**src/rtl/wtxr_pkg.sv**
```systemverilog
// Package for the transmitter-mode register bank
// Assumes a 25 MHz system clock and word-indexed register offsets
package wtxr_pkg;
	localparam int CLK_HZ   = 25_000_000;
	localparam int TICK_MS  = 1;
	localparam int MS_CYC   = CLK_HZ / 1000 * TICK_MS;
	localparam int REF_MHZ  = 60;
	localparam int IDX_W    = 10;
	localparam int ADR_W    = IDX_W + 2;

	localparam logic [IDX_W-1:0] IDX_CMD    = 10'h07C;
	localparam logic [IDX_W-1:0] IDX_STAT   = 10'h07E;
	localparam logic [IDX_W-1:0] IDX_VIN    = 10'h080;
	localparam logic [IDX_W-1:0] IDX_VRECT  = 10'h082;
	localparam logic [IDX_W-1:0] IDX_TEMP   = 10'h084;
	localparam logic [IDX_W-1:0] IDX_CEP    = 10'h0A5;
	localparam logic [IDX_W-1:0] IDX_MAKER  = 10'h0B0;
	localparam logic [IDX_W-1:0] IDX_SIGSTR = 10'h0D3;
	localparam logic [IDX_W-1:0] IDX_PINT   = 10'h0E0;
	localparam logic [IDX_W-1:0] IDX_PDIV   = 10'h0E2;
	localparam logic [IDX_W-1:0] IDX_PDUTY  = 10'h0E4;
	localparam logic [IDX_W-1:0] IDX_OVP    = 10'h0E8;
	localparam logic [IDX_W-1:0] IDX_UVP    = 10'h0EC;
	localparam logic [IDX_W-1:0] IDX_FODL   = 10'h0F8;
	localparam logic [IDX_W-1:0] IDX_FODH   = 10'h0FA;
	localparam logic [IDX_W-1:0] IDX_FODB   = 10'h0FC;
	localparam logic [IDX_W-1:0] IDX_OCP    = 10'h108;

	localparam int CMD_TGL   = 15;
	localparam int CMD_SYNC  = 14;
	localparam int CMD_WD    = 4;
	localparam int CMD_SEND  = 3;
	localparam int CMD_DIS   = 2;
	localparam int CMD_ICLR  = 1;
	localparam int CMD_LAUNCH = 0;
	localparam logic [15:0] CMD_MASK = 16'hC01F;

	localparam int STAT_XFER  = 3;
	localparam int STAT_READY = 1;
	localparam int STAT_PING  = 0;

	localparam logic [15:0] RST_CMD   = 16'h0000;
	localparam logic [7:0]  RST_STAT  = 8'h00;
	localparam logic [7:0]  RST_CEP   = 8'h00;
	localparam logic [15:0] RST_PINT  = 16'h04B0;
	localparam logic [15:0] RST_PDIV  = 16'h015F;
	localparam logic [7:0]  RST_PDUTY = 8'h4C;
	localparam logic [15:0] RST_OVP   = 16'h2AF8;
	localparam logic [15:0] RST_UVP   = 16'h1194;
	localparam logic [15:0] RST_FODL  = 16'h005A;
	localparam logic [15:0] RST_FODH  = 16'h005A;
	localparam logic [15:0] RST_FODB  = 16'h0802;
	localparam logic [15:0] RST_OCP   = 16'h09C4;

	typedef enum logic [1:0] {
		ST_OFF,
		ST_READY,
		ST_PING,
		ST_XFER
	} wtxr_state_t;
endpackage

```
**src/rtl/wtxr_regs.sv**
```systemverilog
// Transmitter-mode register bank with phase sequencer, classic Wishbone
// Assumes synchronous inputs from the power stage and measurement logic
// Function
// - Toggle command flips open-loop mode, then the bit clears
// - Sync command applies open-loop parameters once, then clears
// - Watchdog command enables transmit watchdog, then clears
// - Send command transmits prepared packet, then clears
// - Disable command shuts transmitter down, then clears
// - Interrupt-clear command clears pending interrupts, then clears
// - Launch command starts digital ping, then clears
// - Transfer status bit set during power transfer, zero after reset
// - Ready status bit set while idle awaiting launch
// - Ping status bit set during digital ping phase
// - Input, rectifier voltage and die temperature read as 16-bit values
// - Last control error value held as signed byte, resets zero
// - Remote maker code held as read-only 16-bit field
// - Signal strength captured at start of power transfer
// - Pings spaced by programmed interval in milliseconds
// - Ping frequency is 60 MHz reference over programmed divisor
// - Programmed duty applied as initial duty at each ping
// - Writable undervoltage threshold in millivolts
// - Writable overvoltage threshold in millivolts
// - Foreign-object thresholds are signed 16-bit milliwatt values
// - High threshold used above boundary, low threshold otherwise
// - Writable overcurrent threshold in milliamperes
`timescale 1ns/1ps
module wtxr_regs #(
	parameter int MS_CYCLES = wtxr_pkg::MS_CYC
) (
	input  wire logic                        mclk_i,
	input  wire logic                        nrst_i,
	input  wire logic                        ce_i,
	input  wire logic                        wb_cyc_i,
	input  wire logic                        wb_stb_i,
	input  wire logic                        wb_we_i,
	input  wire logic [wtxr_pkg::ADR_W-1:0]  wb_adr_i,
	input  wire logic [3:0]                  wb_sel_i,
	input  wire logic [31:0]                 wb_dat_i,
	output logic      [31:0]                 wb_dat_o,
	output logic                             wb_ack_o,
	input  wire logic [15:0]                 vin_mv_i,
	input  wire logic [15:0]                 vrect_mv_i,
	input  wire logic [15:0]                 die_temp_i,
	input  wire logic                        cep_valid_i,
	input  wire logic [7:0]                  control_error_value_i,
	input  wire logic                        maker_valid_i,
	input  wire logic [15:0]                 maker_code_i,
	input  wire logic                        sigstr_valid_i,
	input  wire logic [7:0]                  sigstr_value_i,
	input  wire logic                        power_end_i,
	input  wire logic [15:0]                 rx_power_mw_i,
	output logic                             open_loop_o,
	output logic                             open_loop_sync_o,
	output logic                             watchdog_en_o,
	output logic                             packet_send_o,
	output logic                             irq_clear_o,
	output logic                             ping_start_o,
	output logic                             transmit_on_o,
	output logic      [15:0]                 ping_divisor_o,
	output logic      [7:0]                  ping_duty_o,
	output logic      [15:0]                 overvoltage_o,
	output logic      [15:0]                 undervoltage_o,
	output logic      [15:0]                 overcurrent_o,
	output logic      [15:0]                 fod_threshold_o
);
	import wtxr_pkg::*;

	logic [15:0]              cmd_q;
	logic [7:0]               phase_status;
	logic [15:0]              vin_q;
	logic [15:0]              vrect_q;
	logic [15:0]              temp_q;
	logic [7:0]               cep_q;
	logic [15:0]              maker_q;
	logic [7:0]               sigstr_q;
	logic [15:0]              ping_interval_ms;
	logic [15:0]              ping_frequency_divisor;
	logic [7:0]               ping_initial_duty;
	logic [15:0]              fod_low;
	logic [15:0]              fod_high;
	logic [15:0]              fod_bound;
	logic [IDX_W-1:0]         idx;
	logic                     req;
	logic                     wr_en;
	logic                     cmd_wr;
	logic [15:0]              cmd_set;
	logic [31:0]              rd_data;
	logic [15:0]              ms_cnt;
	logic [15:0]              ms_elapsed;
	logic                     ms_tick;
	logic                     ping_due;
	wtxr_state_t              state;
	wtxr_state_t              next_state;

	localparam logic [15:0] MS_LAST = 16'(MS_CYCLES - 1);

	function automatic logic [15:0] merge16(input logic [15:0] old,
			input logic [31:0] d, input logic [3:0] s);
		merge16 = {s[1] ? d[15:8] : old[15:8], s[0] ? d[7:0] : old[7:0]};
	endfunction

	assign idx     = wb_adr_i[ADR_W-1:2];
	assign req     = wb_cyc_i && wb_stb_i;
	assign wr_en   = req && wb_we_i && wb_ack_o;
	assign cmd_wr  = wr_en && idx == IDX_CMD;
	// Only ones are taken; zeros leave pending commands alone
	assign cmd_set = cmd_wr ? merge16(16'h0000, wb_dat_i, wb_sel_i)
			& CMD_MASK : 16'h0000;

	// Bus answer, one wait state
	always_ff @(posedge mclk_i or negedge nrst_i) begin
		if (!nrst_i) begin
			wb_ack_o <= 1'b0;
			wb_dat_o <= 32'h0000_0000;
		end else if (ce_i) begin
			wb_ack_o <= req && !wb_ack_o;
			if (req && !wb_ack_o) begin
				wb_dat_o <= rd_data;
			end
		end
	end

	always_comb begin
		rd_data = 32'h0000_0000;
		case (idx)
			IDX_CMD:    rd_data[15:0] = cmd_q;
			IDX_STAT:   rd_data[7:0]  = phase_status;
			IDX_VIN:    rd_data[15:0] = vin_q;
			IDX_VRECT:  rd_data[15:0] = vrect_q;
			IDX_TEMP:   rd_data[15:0] = temp_q;
			IDX_CEP:    rd_data[7:0]  = cep_q;
			IDX_MAKER:  rd_data[15:0] = maker_q;
			IDX_SIGSTR: rd_data[7:0]  = sigstr_q;
			IDX_PINT:   rd_data[15:0] = ping_interval_ms;
			IDX_PDIV:   rd_data[15:0] = ping_frequency_divisor;
			IDX_PDUTY:  rd_data[7:0]  = ping_initial_duty;
			IDX_OVP:    rd_data[15:0] = overvoltage_o;
			IDX_UVP:    rd_data[15:0] = undervoltage_o;
			IDX_FODL:   rd_data[15:0] = fod_low;
			IDX_FODH:   rd_data[15:0] = fod_high;
			IDX_FODB:   rd_data[15:0] = fod_bound;
			IDX_OCP:    rd_data[15:0] = overcurrent_o;
			default:    rd_data = 32'h0000_0000;
		endcase
	end

	// Writable settings
	always_ff @(posedge mclk_i or negedge nrst_i) begin
		if (!nrst_i) begin
			ping_interval_ms       <= RST_PINT;
			ping_frequency_divisor <= RST_PDIV;
			ping_initial_duty      <= RST_PDUTY;
			overvoltage_o          <= RST_OVP;
			undervoltage_o         <= RST_UVP;
			fod_low                <= RST_FODL;
			fod_high               <= RST_FODH;
			fod_bound              <= RST_FODB;
			overcurrent_o          <= RST_OCP;
		end else if (ce_i && wr_en) begin
			case (idx)
				IDX_PINT: ping_interval_ms <=
					merge16(ping_interval_ms, wb_dat_i, wb_sel_i);
				IDX_PDIV: ping_frequency_divisor <=
					merge16(ping_frequency_divisor, wb_dat_i, wb_sel_i);
				IDX_PDUTY: begin
					if (wb_sel_i[0]) begin
						ping_initial_duty <= wb_dat_i[7:0];
					end
				end
				IDX_OVP: overvoltage_o <=
					merge16(overvoltage_o, wb_dat_i, wb_sel_i);
				IDX_UVP: undervoltage_o <=
					merge16(undervoltage_o, wb_dat_i, wb_sel_i);
				IDX_FODL: fod_low <=
					merge16(fod_low, wb_dat_i, wb_sel_i);
				IDX_FODH: fod_high <=
					merge16(fod_high, wb_dat_i, wb_sel_i);
				IDX_FODB: fod_bound <=
					merge16(fod_bound, wb_dat_i, wb_sel_i);
				IDX_OCP: overcurrent_o <=
					merge16(overcurrent_o, wb_dat_i, wb_sel_i);
				default: ;
			endcase
		end
	end

	// Pending commands clear once acted on; a new set wins
	always_ff @(posedge mclk_i or negedge nrst_i) begin
		if (!nrst_i) begin
			cmd_q <= RST_CMD;
		end else if (ce_i) begin
			cmd_q <= cmd_set;
		end
	end

	// Command actions, one cycle after the bit is seen
	always_ff @(posedge mclk_i or negedge nrst_i) begin
		if (!nrst_i) begin
			open_loop_o      <= 1'b0;
			open_loop_sync_o <= 1'b0;
			watchdog_en_o    <= 1'b0;
			packet_send_o    <= 1'b0;
			irq_clear_o      <= 1'b0;
		end else if (ce_i) begin
			open_loop_o      <= open_loop_o ^ cmd_q[CMD_TGL];
			open_loop_sync_o <= cmd_q[CMD_SYNC];
			packet_send_o    <= cmd_q[CMD_SEND];
			irq_clear_o      <= cmd_q[CMD_ICLR];
			if (cmd_q[CMD_DIS]) begin
				watchdog_en_o <= 1'b0;
			end else if (cmd_q[CMD_WD]) begin
				watchdog_en_o <= 1'b1;
			end
		end
	end

	// Phase sequencer
	always_comb begin
		next_state = state;
		case (state)
			ST_OFF:   next_state = ST_READY;
			ST_READY: begin
				if (cmd_q[CMD_LAUNCH]) begin
					next_state = ST_PING;
				end
			end
			ST_PING: begin
				if (sigstr_valid_i) begin
					next_state = ST_XFER;
				end
			end
			ST_XFER: begin
				if (power_end_i) begin
					next_state = ST_READY;
				end
			end
			default:  next_state = ST_OFF;
		endcase
		if (cmd_q[CMD_DIS] && state != ST_OFF) begin
			next_state = ST_READY;
		end
	end

	always_ff @(posedge mclk_i or negedge nrst_i) begin
		if (!nrst_i) begin
			state         <= ST_OFF;
			phase_status  <= RST_STAT;
			transmit_on_o <= 1'b0;
		end else if (ce_i) begin
			state        <= next_state;
			phase_status <= RST_STAT;
			phase_status[STAT_XFER]  <= next_state == ST_XFER;
			phase_status[STAT_READY] <= next_state == ST_READY;
			phase_status[STAT_PING]  <= next_state == ST_PING;
			transmit_on_o <= next_state == ST_PING || next_state == ST_XFER;
		end
	end

	// Ping spacing in milliseconds
	assign ms_tick  = ms_cnt == MS_LAST;
	assign ping_due = ms_tick && ms_elapsed + 16'h0001 >= ping_interval_ms;

	always_ff @(posedge mclk_i or negedge nrst_i) begin
		if (!nrst_i) begin
			ms_cnt         <= 16'h0000;
			ms_elapsed     <= 16'h0000;
			ping_start_o   <= 1'b0;
			ping_divisor_o <= RST_PDIV;
			ping_duty_o    <= RST_PDUTY;
		end else if (ce_i) begin
			ping_start_o <= 1'b0;
			if (state != ST_PING) begin
				ms_cnt     <= 16'h0000;
				ms_elapsed <= 16'h0000;
				if (next_state == ST_PING) begin
					ping_start_o <= 1'b1;
				end
			end else if (next_state == ST_PING) begin
				ms_cnt <= ms_tick ? 16'h0000 : ms_cnt + 16'h0001;
				if (ping_due) begin
					ms_elapsed   <= 16'h0000;
					ping_start_o <= 1'b1;
				end else if (ms_tick) begin
					ms_elapsed <= ms_elapsed + 16'h0001;
				end
			end
			if (next_state == ST_PING && (state != ST_PING || ping_due)) begin
				ping_divisor_o <= ping_frequency_divisor;
				ping_duty_o    <= ping_initial_duty;
			end
		end
	end

	// Captured readings and link data
	always_ff @(posedge mclk_i or negedge nrst_i) begin
		if (!nrst_i) begin
			vin_q    <= 16'h0000;
			vrect_q  <= 16'h0000;
			temp_q   <= 16'h0000;
			cep_q    <= RST_CEP;
			maker_q  <= 16'h0000;
			sigstr_q <= 8'h00;
		end else if (ce_i) begin
			vin_q   <= vin_mv_i;
			vrect_q <= vrect_mv_i;
			temp_q  <= die_temp_i;
			if (cep_valid_i) begin
				cep_q <= control_error_value_i;
			end
			if (maker_valid_i) begin
				maker_q <= maker_code_i;
			end
			if (state == ST_PING && sigstr_valid_i) begin
				sigstr_q <= sigstr_value_i;
			end
		end
	end

	// Foreign-object threshold selection
	always_ff @(posedge mclk_i or negedge nrst_i) begin
		if (!nrst_i) begin
			fod_threshold_o <= RST_FODL;
		end else if (ce_i) begin
			fod_threshold_o <= rx_power_mw_i > fod_bound ?
				fod_high : fod_low;
		end
	end
endmodule
```
**config.mk**
```make
export PLATFORM = sky130hd
export DESIGN_NAME = wtxr_regs
export DESIGN_NICKNAME = d
export VERILOG_FILES = /design/src/rtl/wtxr_pkg.sv /design/src/rtl/wtxr_regs.sv
export SDC_FILE = /design/constraint.sdc
export NUM_CORES = 1
export LEC_CHECK = 0
export BUFFER_PORTS_ARGS = -buffer_cell sky130_fd_sc_hd__buf_2
export CORE_UTILIZATION = 55
export DETAILED_ROUTE_END_ITERATION = 8
export GPL_TIMING_DRIVEN = 0
export PLACE_DENSITY = 0.79
export REMOVE_ABC_BUFFERS = 1
export SETUP_SLACK_MARGIN = 0.5
export SLEW_MARGIN = 20
export SYNTH_ARGS = -nofsm -noshare
export SYNTH_HDL_FRONTEND = slang
export SYNTH_SLANG_ARGS = --single-unit
```
**constraint.sdc**
```tcl
create_clock -name mclk_i -period 6.47 [get_ports mclk_i]
set_input_delay 0.647 -clock mclk_i [delete_from_list [all_inputs] [get_ports mclk_i]]
set_output_delay 0.647 -clock mclk_i [all_outputs]
set_load 0.02 [all_outputs]
```
* Word-level counts from Yosys, hierarchy flattened
Cells that the tools add are included.
Word-level totals: output and inout port bits 128, input port bits 154, word-level logic and storage cells 137, bits in registers 333
Cells by class: equal/unequal tests 25, $lt $le $gt $ge 2, $add $sub $neg 2, muxes and demuxes 24, reduce and logical (&&, ||, !) cells 43, bitwise operators 1
Operator list (number):
- $mux 16 | 9
- $eq 10x8->1 const B | 14
- $pmux 8 s17 | 1
- $pmux 8 s13 | 1
- $reduce_and 3->1 | 18
- $add 16x1->16 const B | 2
- $eq 10x7->1 const B | 2
- $eq 16x15->1 const B | 1
- $ge 16x16->1 | 1
- $gt 16x16->1 | 1
- $reduce_and 2->1 | 7
- $eq 10x9->1 const B | 1
- $logic_and 1x1->1 | 10
- $eq 2x2->1 const B | 4
- $mux 2 | 4
- $mux 8 | 1
- $pmux 2 s4 | 1
- $mux 1 | 6
- $reduce_bool 2->1 | 3
- $mux 5 | 1
- $eq 2x1->1 const B | 2
- $reduce_bool 3->1 | 1
- $logic_not 2->1 | 1
- $logic_or 1x1->1 | 2
- other kinds (3) | 3

* Depth between registers and ports, before layout
Gate-level depths: netlist of run 1.
depth in word-level cells 6, gate-level depth with buffers 15

* Least setup slack after synthesis of run 1
No wires, ideal clock.
kind reg2reg, start point register ms_elapsed[5], end point register ping_divisor_o[10], clock period less this slack 3.539 ns, data required time 6.345 ns, arrival 3.414 ns, stages on the path, launching flop included 15, setup slack 2.931 ns, cell sequence dfrtp_1 > clkbuf_1 > nand4_1 > or4_1 > or2_2 > xnor2_1 > ha_1 > nand4_1 > nor4_1 > o21ai_0 > o211ai_4 > and3b_1 > buf_6 > buf_8 > mux2_4
Between the ends: word-level cells in the longest chain between the ends 6
RTL lines:
- start, declared | RTL line wtxr_regs.sv:89 | logic [15:0] ms_elapsed;
- start signal, assigned | RTL line wtxr_regs.sv:284 | ms_elapsed <= ms_elapsed + 16'h0001;
- $add 16x1->16 | RTL line wtxr_regs.sv:261 | assign ping_due = ms_tick && ms_elapsed + 16'h0001 >= ping_interval_ms;
- $ge 16x16->1 | RTL line wtxr_regs.sv:261
- $logic_and 1x1->1 | RTL line wtxr_regs.sv:261
- $logic_or 1x1->1 | RTL line wtxr_regs.sv:287 | if (next_state == ST_PING && (state != ST_PING || ping_due)) begin
- $logic_and 1x1->1 | RTL line wtxr_regs.sv:287
- $reduce_and 2->1 (no source line)
- end signal, assigned | RTL line wtxr_regs.sv:288 | ping_divisor_o <= ping_frequency_divisor;
- end, declared | RTL line wtxr_regs.sv:59 | output logic [15:0] ping_divisor_o,
No other way between the ends. A chain may end at the register's enable or synchronous reset.

* Worst setup path in the final report of run 1
start point register ms_elapsed[0], end point register ping_divisor_o[13]
The elaborated chain is that of the path after synthesis.

==> results of run 1 <==
[metal layers]
layer	routed length, um	vias up	track usage (%)
met1	18590	6306	42.88
met5	13	-	0
met2	22790	720	52.16
met4	2295	2	15.78
met3	4835	154	7.416
li1	-	5516	-
[through the flow]
stage,power [mW],worst slack [ps]
finish,4.547,2185
CTS,4.555,2170
floorplan,2.372,2307
global placement,2.580,-1326
detailed placement,2.603,2164
global route,4.677,1868
[placed cells by master (no fill, tap or decap), types with 24 or more instances in the layout]
cell type  count
buf_2        243
nand2_1      110
a22oi_1       42
dfrtp_1      268
ha_1          34
nor2_1        70
clkbuf_16     35
inv_1         41
mux2_2       198
a31oi_1       24
dfstp_2       56
o21ai_0      103
a21oi_1       45
[cells by family (layout without fill, tap and decap cells)]
logic type	after synthesis	after routing	synth area share, %
flip-flops	324	324	51.44
AND/OR/NAND/NOR	324	324	10.27
AO/OA/AOI/OAI	319	319	13.36
multiplexers	241	241	17.41
buffers and inverters	133	359	3.998
adder cells (fa/ha/maj)	34	34	2.676
XOR/XNOR	15	15	0.8263
other	1	21	0.02359
[registers in the layout, summed over array words and instances, names as in the netlist, 16 cells and up]
register	flops
vin_q	16
temp_q	16
overcurrent_o	16
ping_interval_ms	16
ms_elapsed	16
ping_divisor_o	16
wb_dat_o	16
overvoltage_o	16
fod_low	16
vrect_q	16
undervoltage_o	16
fod_high	16
ms_cnt	16
fod_bound	16
maker_q	16
fod_threshold_o	16
ping_frequency_divisor	16
[Yosys cell counts (19+ instances only)]
cell type  count  area share [%]
clkbuf_1      44             1.0
a31oi_1       24            0.94
a22oi_1       42             2.0
o21ai_0      103             3.2
nand3_1       22            0.69
nor2_1        71             1.7
mux2i_1       23             1.4
mux2_4        19             1.8
dfrtp_1      268              42
nand2_1      110             2.6
mux2_2       198              14
a21oi_1       45             1.4
ha_1          34             2.7
inv_1         41            0.97
buf_2         23            0.72
buf_4         19            0.90
dfstp_2       56             9.3
[power breakdown]
group | switching (mW) | internal [mW]
clock network | 0.809 | 1.16
logic | 0.246 | 0.151
registers | 0.0610 | 2.12
total | 1.12 | 3.43
[worst max-delay path by stage]
| stage | from | to | slack, ps | cells past startpoint |
|---|---|---|---|---|
| after detailed placement | ms_elapsed[0]$_DFFE_PN0P_ | ping_duty_o[0]$_DFFE_PN0P_ | 2160 | 14 |
| after floorplan | ms_elapsed[5]$_DFFE_PN0P_ | ping_duty_o[0]$_DFFE_PN0P_ | 2310 | 11 |
| after global routing | ms_elapsed[0]$_DFFE_PN0P_ | ping_divisor_o[13]$_DFFE_PN0P_ | 1870 | 14 |
| after global placement | nrst_i | overvoltage_o[8]$_DFFE_PN0P_ | -1330 | 1 |
| final | ms_elapsed[0]$_DFFE_PN0P_ | ping_divisor_o[13]$_DFFE_PN0P_ | 2190 | 14 |
| after CTS | ms_elapsed[0]$_DFFE_PN0P_ | ping_divisor_o[13]$_DFFE_PN0P_ | 2170 | 14 |
[layout make-up]
cell class                      instances  area (um2)
Fill cell                            2092        9548
Sequential cell                       324        8178
Multi-Input combinational cell        949        7169
Timing Repair Buffer                  255        1425
Clock buffer                           51        1006
Tap cell                              378       473.0
Inverter                               42       157.7
Clock inverter                         11       117.6
Antenna cell                            5       12.51
==> reports/results.tsv, run 1 <==
metric	value	unit
WHS	126.5	ps
via count	12700	
reg2reg end	ping_divisor_o[13]$_DFFE_PN0P_	
Tightest Pin Transition	1142	ps
crit path time final	4285	ps
Non-Filler Instances	2015	
Main synth FF type	dfrtp_1	
Hold Fails Final Rpt	0	
die width	172.0	um
Initial DRC Count	1140	
CP Buf/Inv Count	1	
DP HPWL	34760	um
Worst VDD drop	0.1867	mV
syn avg cell area	11.43	um2
Worst Path Arrival	4670	ps
H-tree depth	2	
status	finished, final reports clean	
FP Rows	61	
vias in the first global route	12400	
max_cap viols	0	
Syn Inst Count	1391	
GPL Wtd Cong	0.9595	
antenna violations before repair	5	
clock slew at reported path FFs	60	ps
Design Area, Final	18540	um2
Port Buffers	245	
final period utilization	66.23	%
Tot GR Track Use	32.92	%
Inserted Clock Buffers	35	
max incr delay on CP	540	ps
FFs w/ async S/R, synth	100.0	%
Slew Limit Fails	0	
drt via density	6.302	
Hold Path Class	in -> async	
clock latency on the worst-skew pair	520	ps
leakage power	8.600	nW
Resized cells post-CTS	0	
clock tree from TritonCTS	done	
GRT Residual Overflow	0	
synthesized cell area	15900	um2
drt drc	0	
Clock Tree Buf Depth	3	
Setup Fix Bufs, Post-CTS	0	
placed inst area	17400	um2
P&R area growth vs syn	16.61	%
Slowest-stage cell, CP	and3b_2	
Clock Skews	19.83	ps
CP cell instances	ha_1 > nand3_1 > nor2_1 > nand4_1 > o21ai_0 > nand2_1 > ha_1 > nand4_1 > nor4_1 > o21ai_0 > o211ai_4 > and3b_2 > buf_16 > mux2_4	
global-route wire length before repair	72380	um
root buf cell	clkbuf_16	
Cell variety after synth	85	
RR Startpoint	ms_elapsed[0]$_DFFE_PN0P_	
RSZ-0062 raised after global routing	false	
final antenna-violating net count	0	
Synth Register Bits	324	
proportion of layout cells with a drive suffix above 1	37.87	%
largest net degree at the start of global routing	87	
CORE AREA	28090	um2
routed len/inst	24.08	um
CTS Hold Buffers Added	0	
CP Launch Type	flop	
Finished Core Util	66.01	%
reg2reg setup slack	2190	ps
Post-synth EDFFs	0	
# clock sinks	324	
CP delay by family, top	simple AND/OR/NAND/NOR gates	
Power Dens Cells	245.3	nW/um2
setup violators final	0	
First-pass DRT Iterations	5	
max frequency	0.2334	GHz
Inst Count DP	1948	
final WL	48530	um
CP max FO	17	
Setup CP Type	reg -> reg	
worst r2r path cells	14	
Worst slew margin	23.61	%
IO Pins	282	
initial core utilization	56.60	%
DIE HEIGHT	172.0	um
register area share after synthesis	51.44	%
sum of negative setup slack	0	ps
die area	29590	um2
CP required	6860	ps
# nets final	1795	
Synth Warn #	0	
CP Capture Type	flop	
Power figures use the tool's default switching activity.
==> run 2: changes to the inputs <==
Clock period 6.47 ns to 4.1 ns, I/O delays scaled along.
==> reports/results.tsv, run 2 (synthesis gave the netlist of run 1 again) <==
metric	value	unit	change
via count	12930		+1.9%
H-tree depth	2		unchanged
status	finished, final reports clean		
Inst Count DP	1948		unchanged
hold_sp	die_temp_i[2]		
root buf cell	clkbuf_16		
Clock Skews	24.47	ps	+4.639 ps
WHS	119.7	ps	-6.821 ps
leakage power	8.692	nW	+1.1%
DP HPWL	34760	um	unchanged
Tightest Pin Transition	1191	ps	+49.49 ps
max frequency	0.2849	GHz	+22%
Worst Path Arrival	3910	ps	-760 ps
initial core utilization	56.60	%	unchanged
most common cell after layout, fill and taps aside	dfrtp_1		
Worst VDD drop	0.2858	mV	+53%
Initial DRC Count	1160		+1.8%
CP max FO	7		-10
Power Dens Cells	381.5	nW/um2	+56%
drt via density	6.359		+0.91%
DIE HEIGHT	172.0	um	unchanged
total power draw	7.178	mW	+58%
drt drc	0		unchanged
RR Startpoint	ms_elapsed[3]$_DFFE_PN0P_		
Port Buffers	245		unchanged
clock slew at reported path FFs	60	ps	about the same
die area	29590	um2	unchanged
Hold Fails Final Rpt	0		unchanged
Setup CP Type	reg -> reg		
crit path time final	3510	ps	-774.6 ps
IO Pins	282		unchanged
Crit. Startpoint	ms_elapsed[3]$_DFFE_PN0P_		
Hold Path Class	in -> reg		
FP Rows	61		unchanged
max_cap viols	0		unchanged
final WL	49630	um	+2.3%
GRT Residual Overflow	0		unchanged
proportion of layout cells with a drive suffix above 1	39.73	%	+1.9 points
die width	172.0	um	unchanged
Clock Tree Buf Depth	3		unchanged
vias in the first global route	12540		+1.1%
First-pass DRT Iterations	8		+3
RSZ-0062 raised after global routing	true		
Inserted Clock Buffers	35		unchanged
CP Capture Type	flop		
# nets final	1814		+1.1%
final period utilization	85.62	%	+19 points
most frequent cells in the layout	263 x dfrtp_1, 243 x buf_2, 198 x mux2_2		
final antenna-violating net count	0		unchanged
fill cell count	2060		-1.5%
clock latency on the worst-skew pair	520	ps	about the same
# clock sinks	324		unchanged
setup violators final	0		unchanged
CP required	4500	ps	-2360 ps
Non-Filler Instances	2034		+0.94%
Slew Limit Fails	0		unchanged
Tot GR Track Use	33.33	%	+0.40 points
routed len/inst	24.40	um	+1.3%
global-route wire length before repair	73180	um	+1.1%
Worst slew margin	20.30	%	-3.3 points
P&R area growth vs syn	18.35	%	
largest net degree at the start of global routing	87		unchanged
antenna violations before repair	5		unchanged
GPL Wtd Cong	0.9595		unchanged
multi-input logic area	7243	um2	+1.0%
CORE AREA	28090	um2	unchanged
register area	8184	um2	about the same
Worst Hold Path Cells	2		
worst r2r path cells	12		-2
clock tree from TritonCTS	done		
CP Launch Type	flop		
-- run 2: changes by cell type in the layout (fill, tap and decap cells not counted), sizes merged --
cell and delta:
dlygate4sd3 +1, bufbuf +1, buf +17
-- run 2: per-layer routing --
metal,share of wire [%],routed length (um),track usage [%],vias up
met5,0.026,13,0,-
met4,4.8,2376,16.47,2
met3,9.9,4930,7.393,160
met2,47,23320,52.75,754
met1,38,18990,43.33,6469
li1,-,-,-,5549
-- run 2: path summary, 6_finish.rpt --
check,endpoint,slack (ps)
worst max-delay path,ping_divisor_o[12]$_DFFE_PN0P_,590
worst min-delay path,temp_q[2]$_DFFE_PN0P_,120
worst max register to register,ping_divisor_o[12]$_DFFE_PN0P_,590
worst min register to register,ping_start_o$_DFFE_PN0P_,480
max in group asynchronous,overvoltage_o[9]$_DFFE_PN1P_,2320
min in group asynchronous,vrect_q[4]$_DFFE_PN0P_,490
-- run 2: per-stage QoR --
step	setup TNS, ps	setup slack [ps]	instance area [um2]	util [%]
global route	0	461.1	18810	66.98
detailed placement	-2498	-206.1	17400	61.96
CTS	0	495.0	18680	66.52
finish	0	589.7	18810	66.99
floorplan	-232.9	-62.94	15480	-
global placement	-1055440	-3459	17180	61.15
-- run 2: power by group --
| part | switching (mW) | total, mW | internal, mW | leakage, nW |
|---|---|---|---|---|
| sequential | 0.0968 | 3.44 | 3.34 | 3.96 |
| clock | 1.28 | 3.11 | 1.83 | 0.549 |
| combinational | 0.390 | 0.630 | 0.239 | 4.18 |
-- run 2: layout make-up --
| class | instances | area share, % |
|---|---|---|
| multi-input combinational | 949 | 38.50 |
| sequential | 324 | 43.50 |
| inverter | 42 | 0.8379 |
| clock buffer | 51 | 5.347 |
| clock inverter | 11 | 0.6251 |
| timing repair buffer | 274 | 8.612 |
| tap | 378 | 2.514 |
| antenna | 5 | 0.06650 |
-- run 2: worst max-delay path, stage by stage (launching register included) --
cell and delay [ps]:
dfrtp_1 400, nand2_1 120, or3_4 430, or3_4 420, xnor2_1 150, ha_1 300
nand4_1 160, nor4_2 180, o21ai_1 140, o211ai_4 210, and3b_4 280, bufbuf_16 310
mux2_4 300
-- run 2: timing repair --
action	4_1_cts	5_1_grt
setup endpoints to repair	35	34
resized for setup	8	17
pin swaps	5	12
cloned	1	0
buffers inserted	9	8
hold buffers	1	0
hold endpoints to repair	70	0
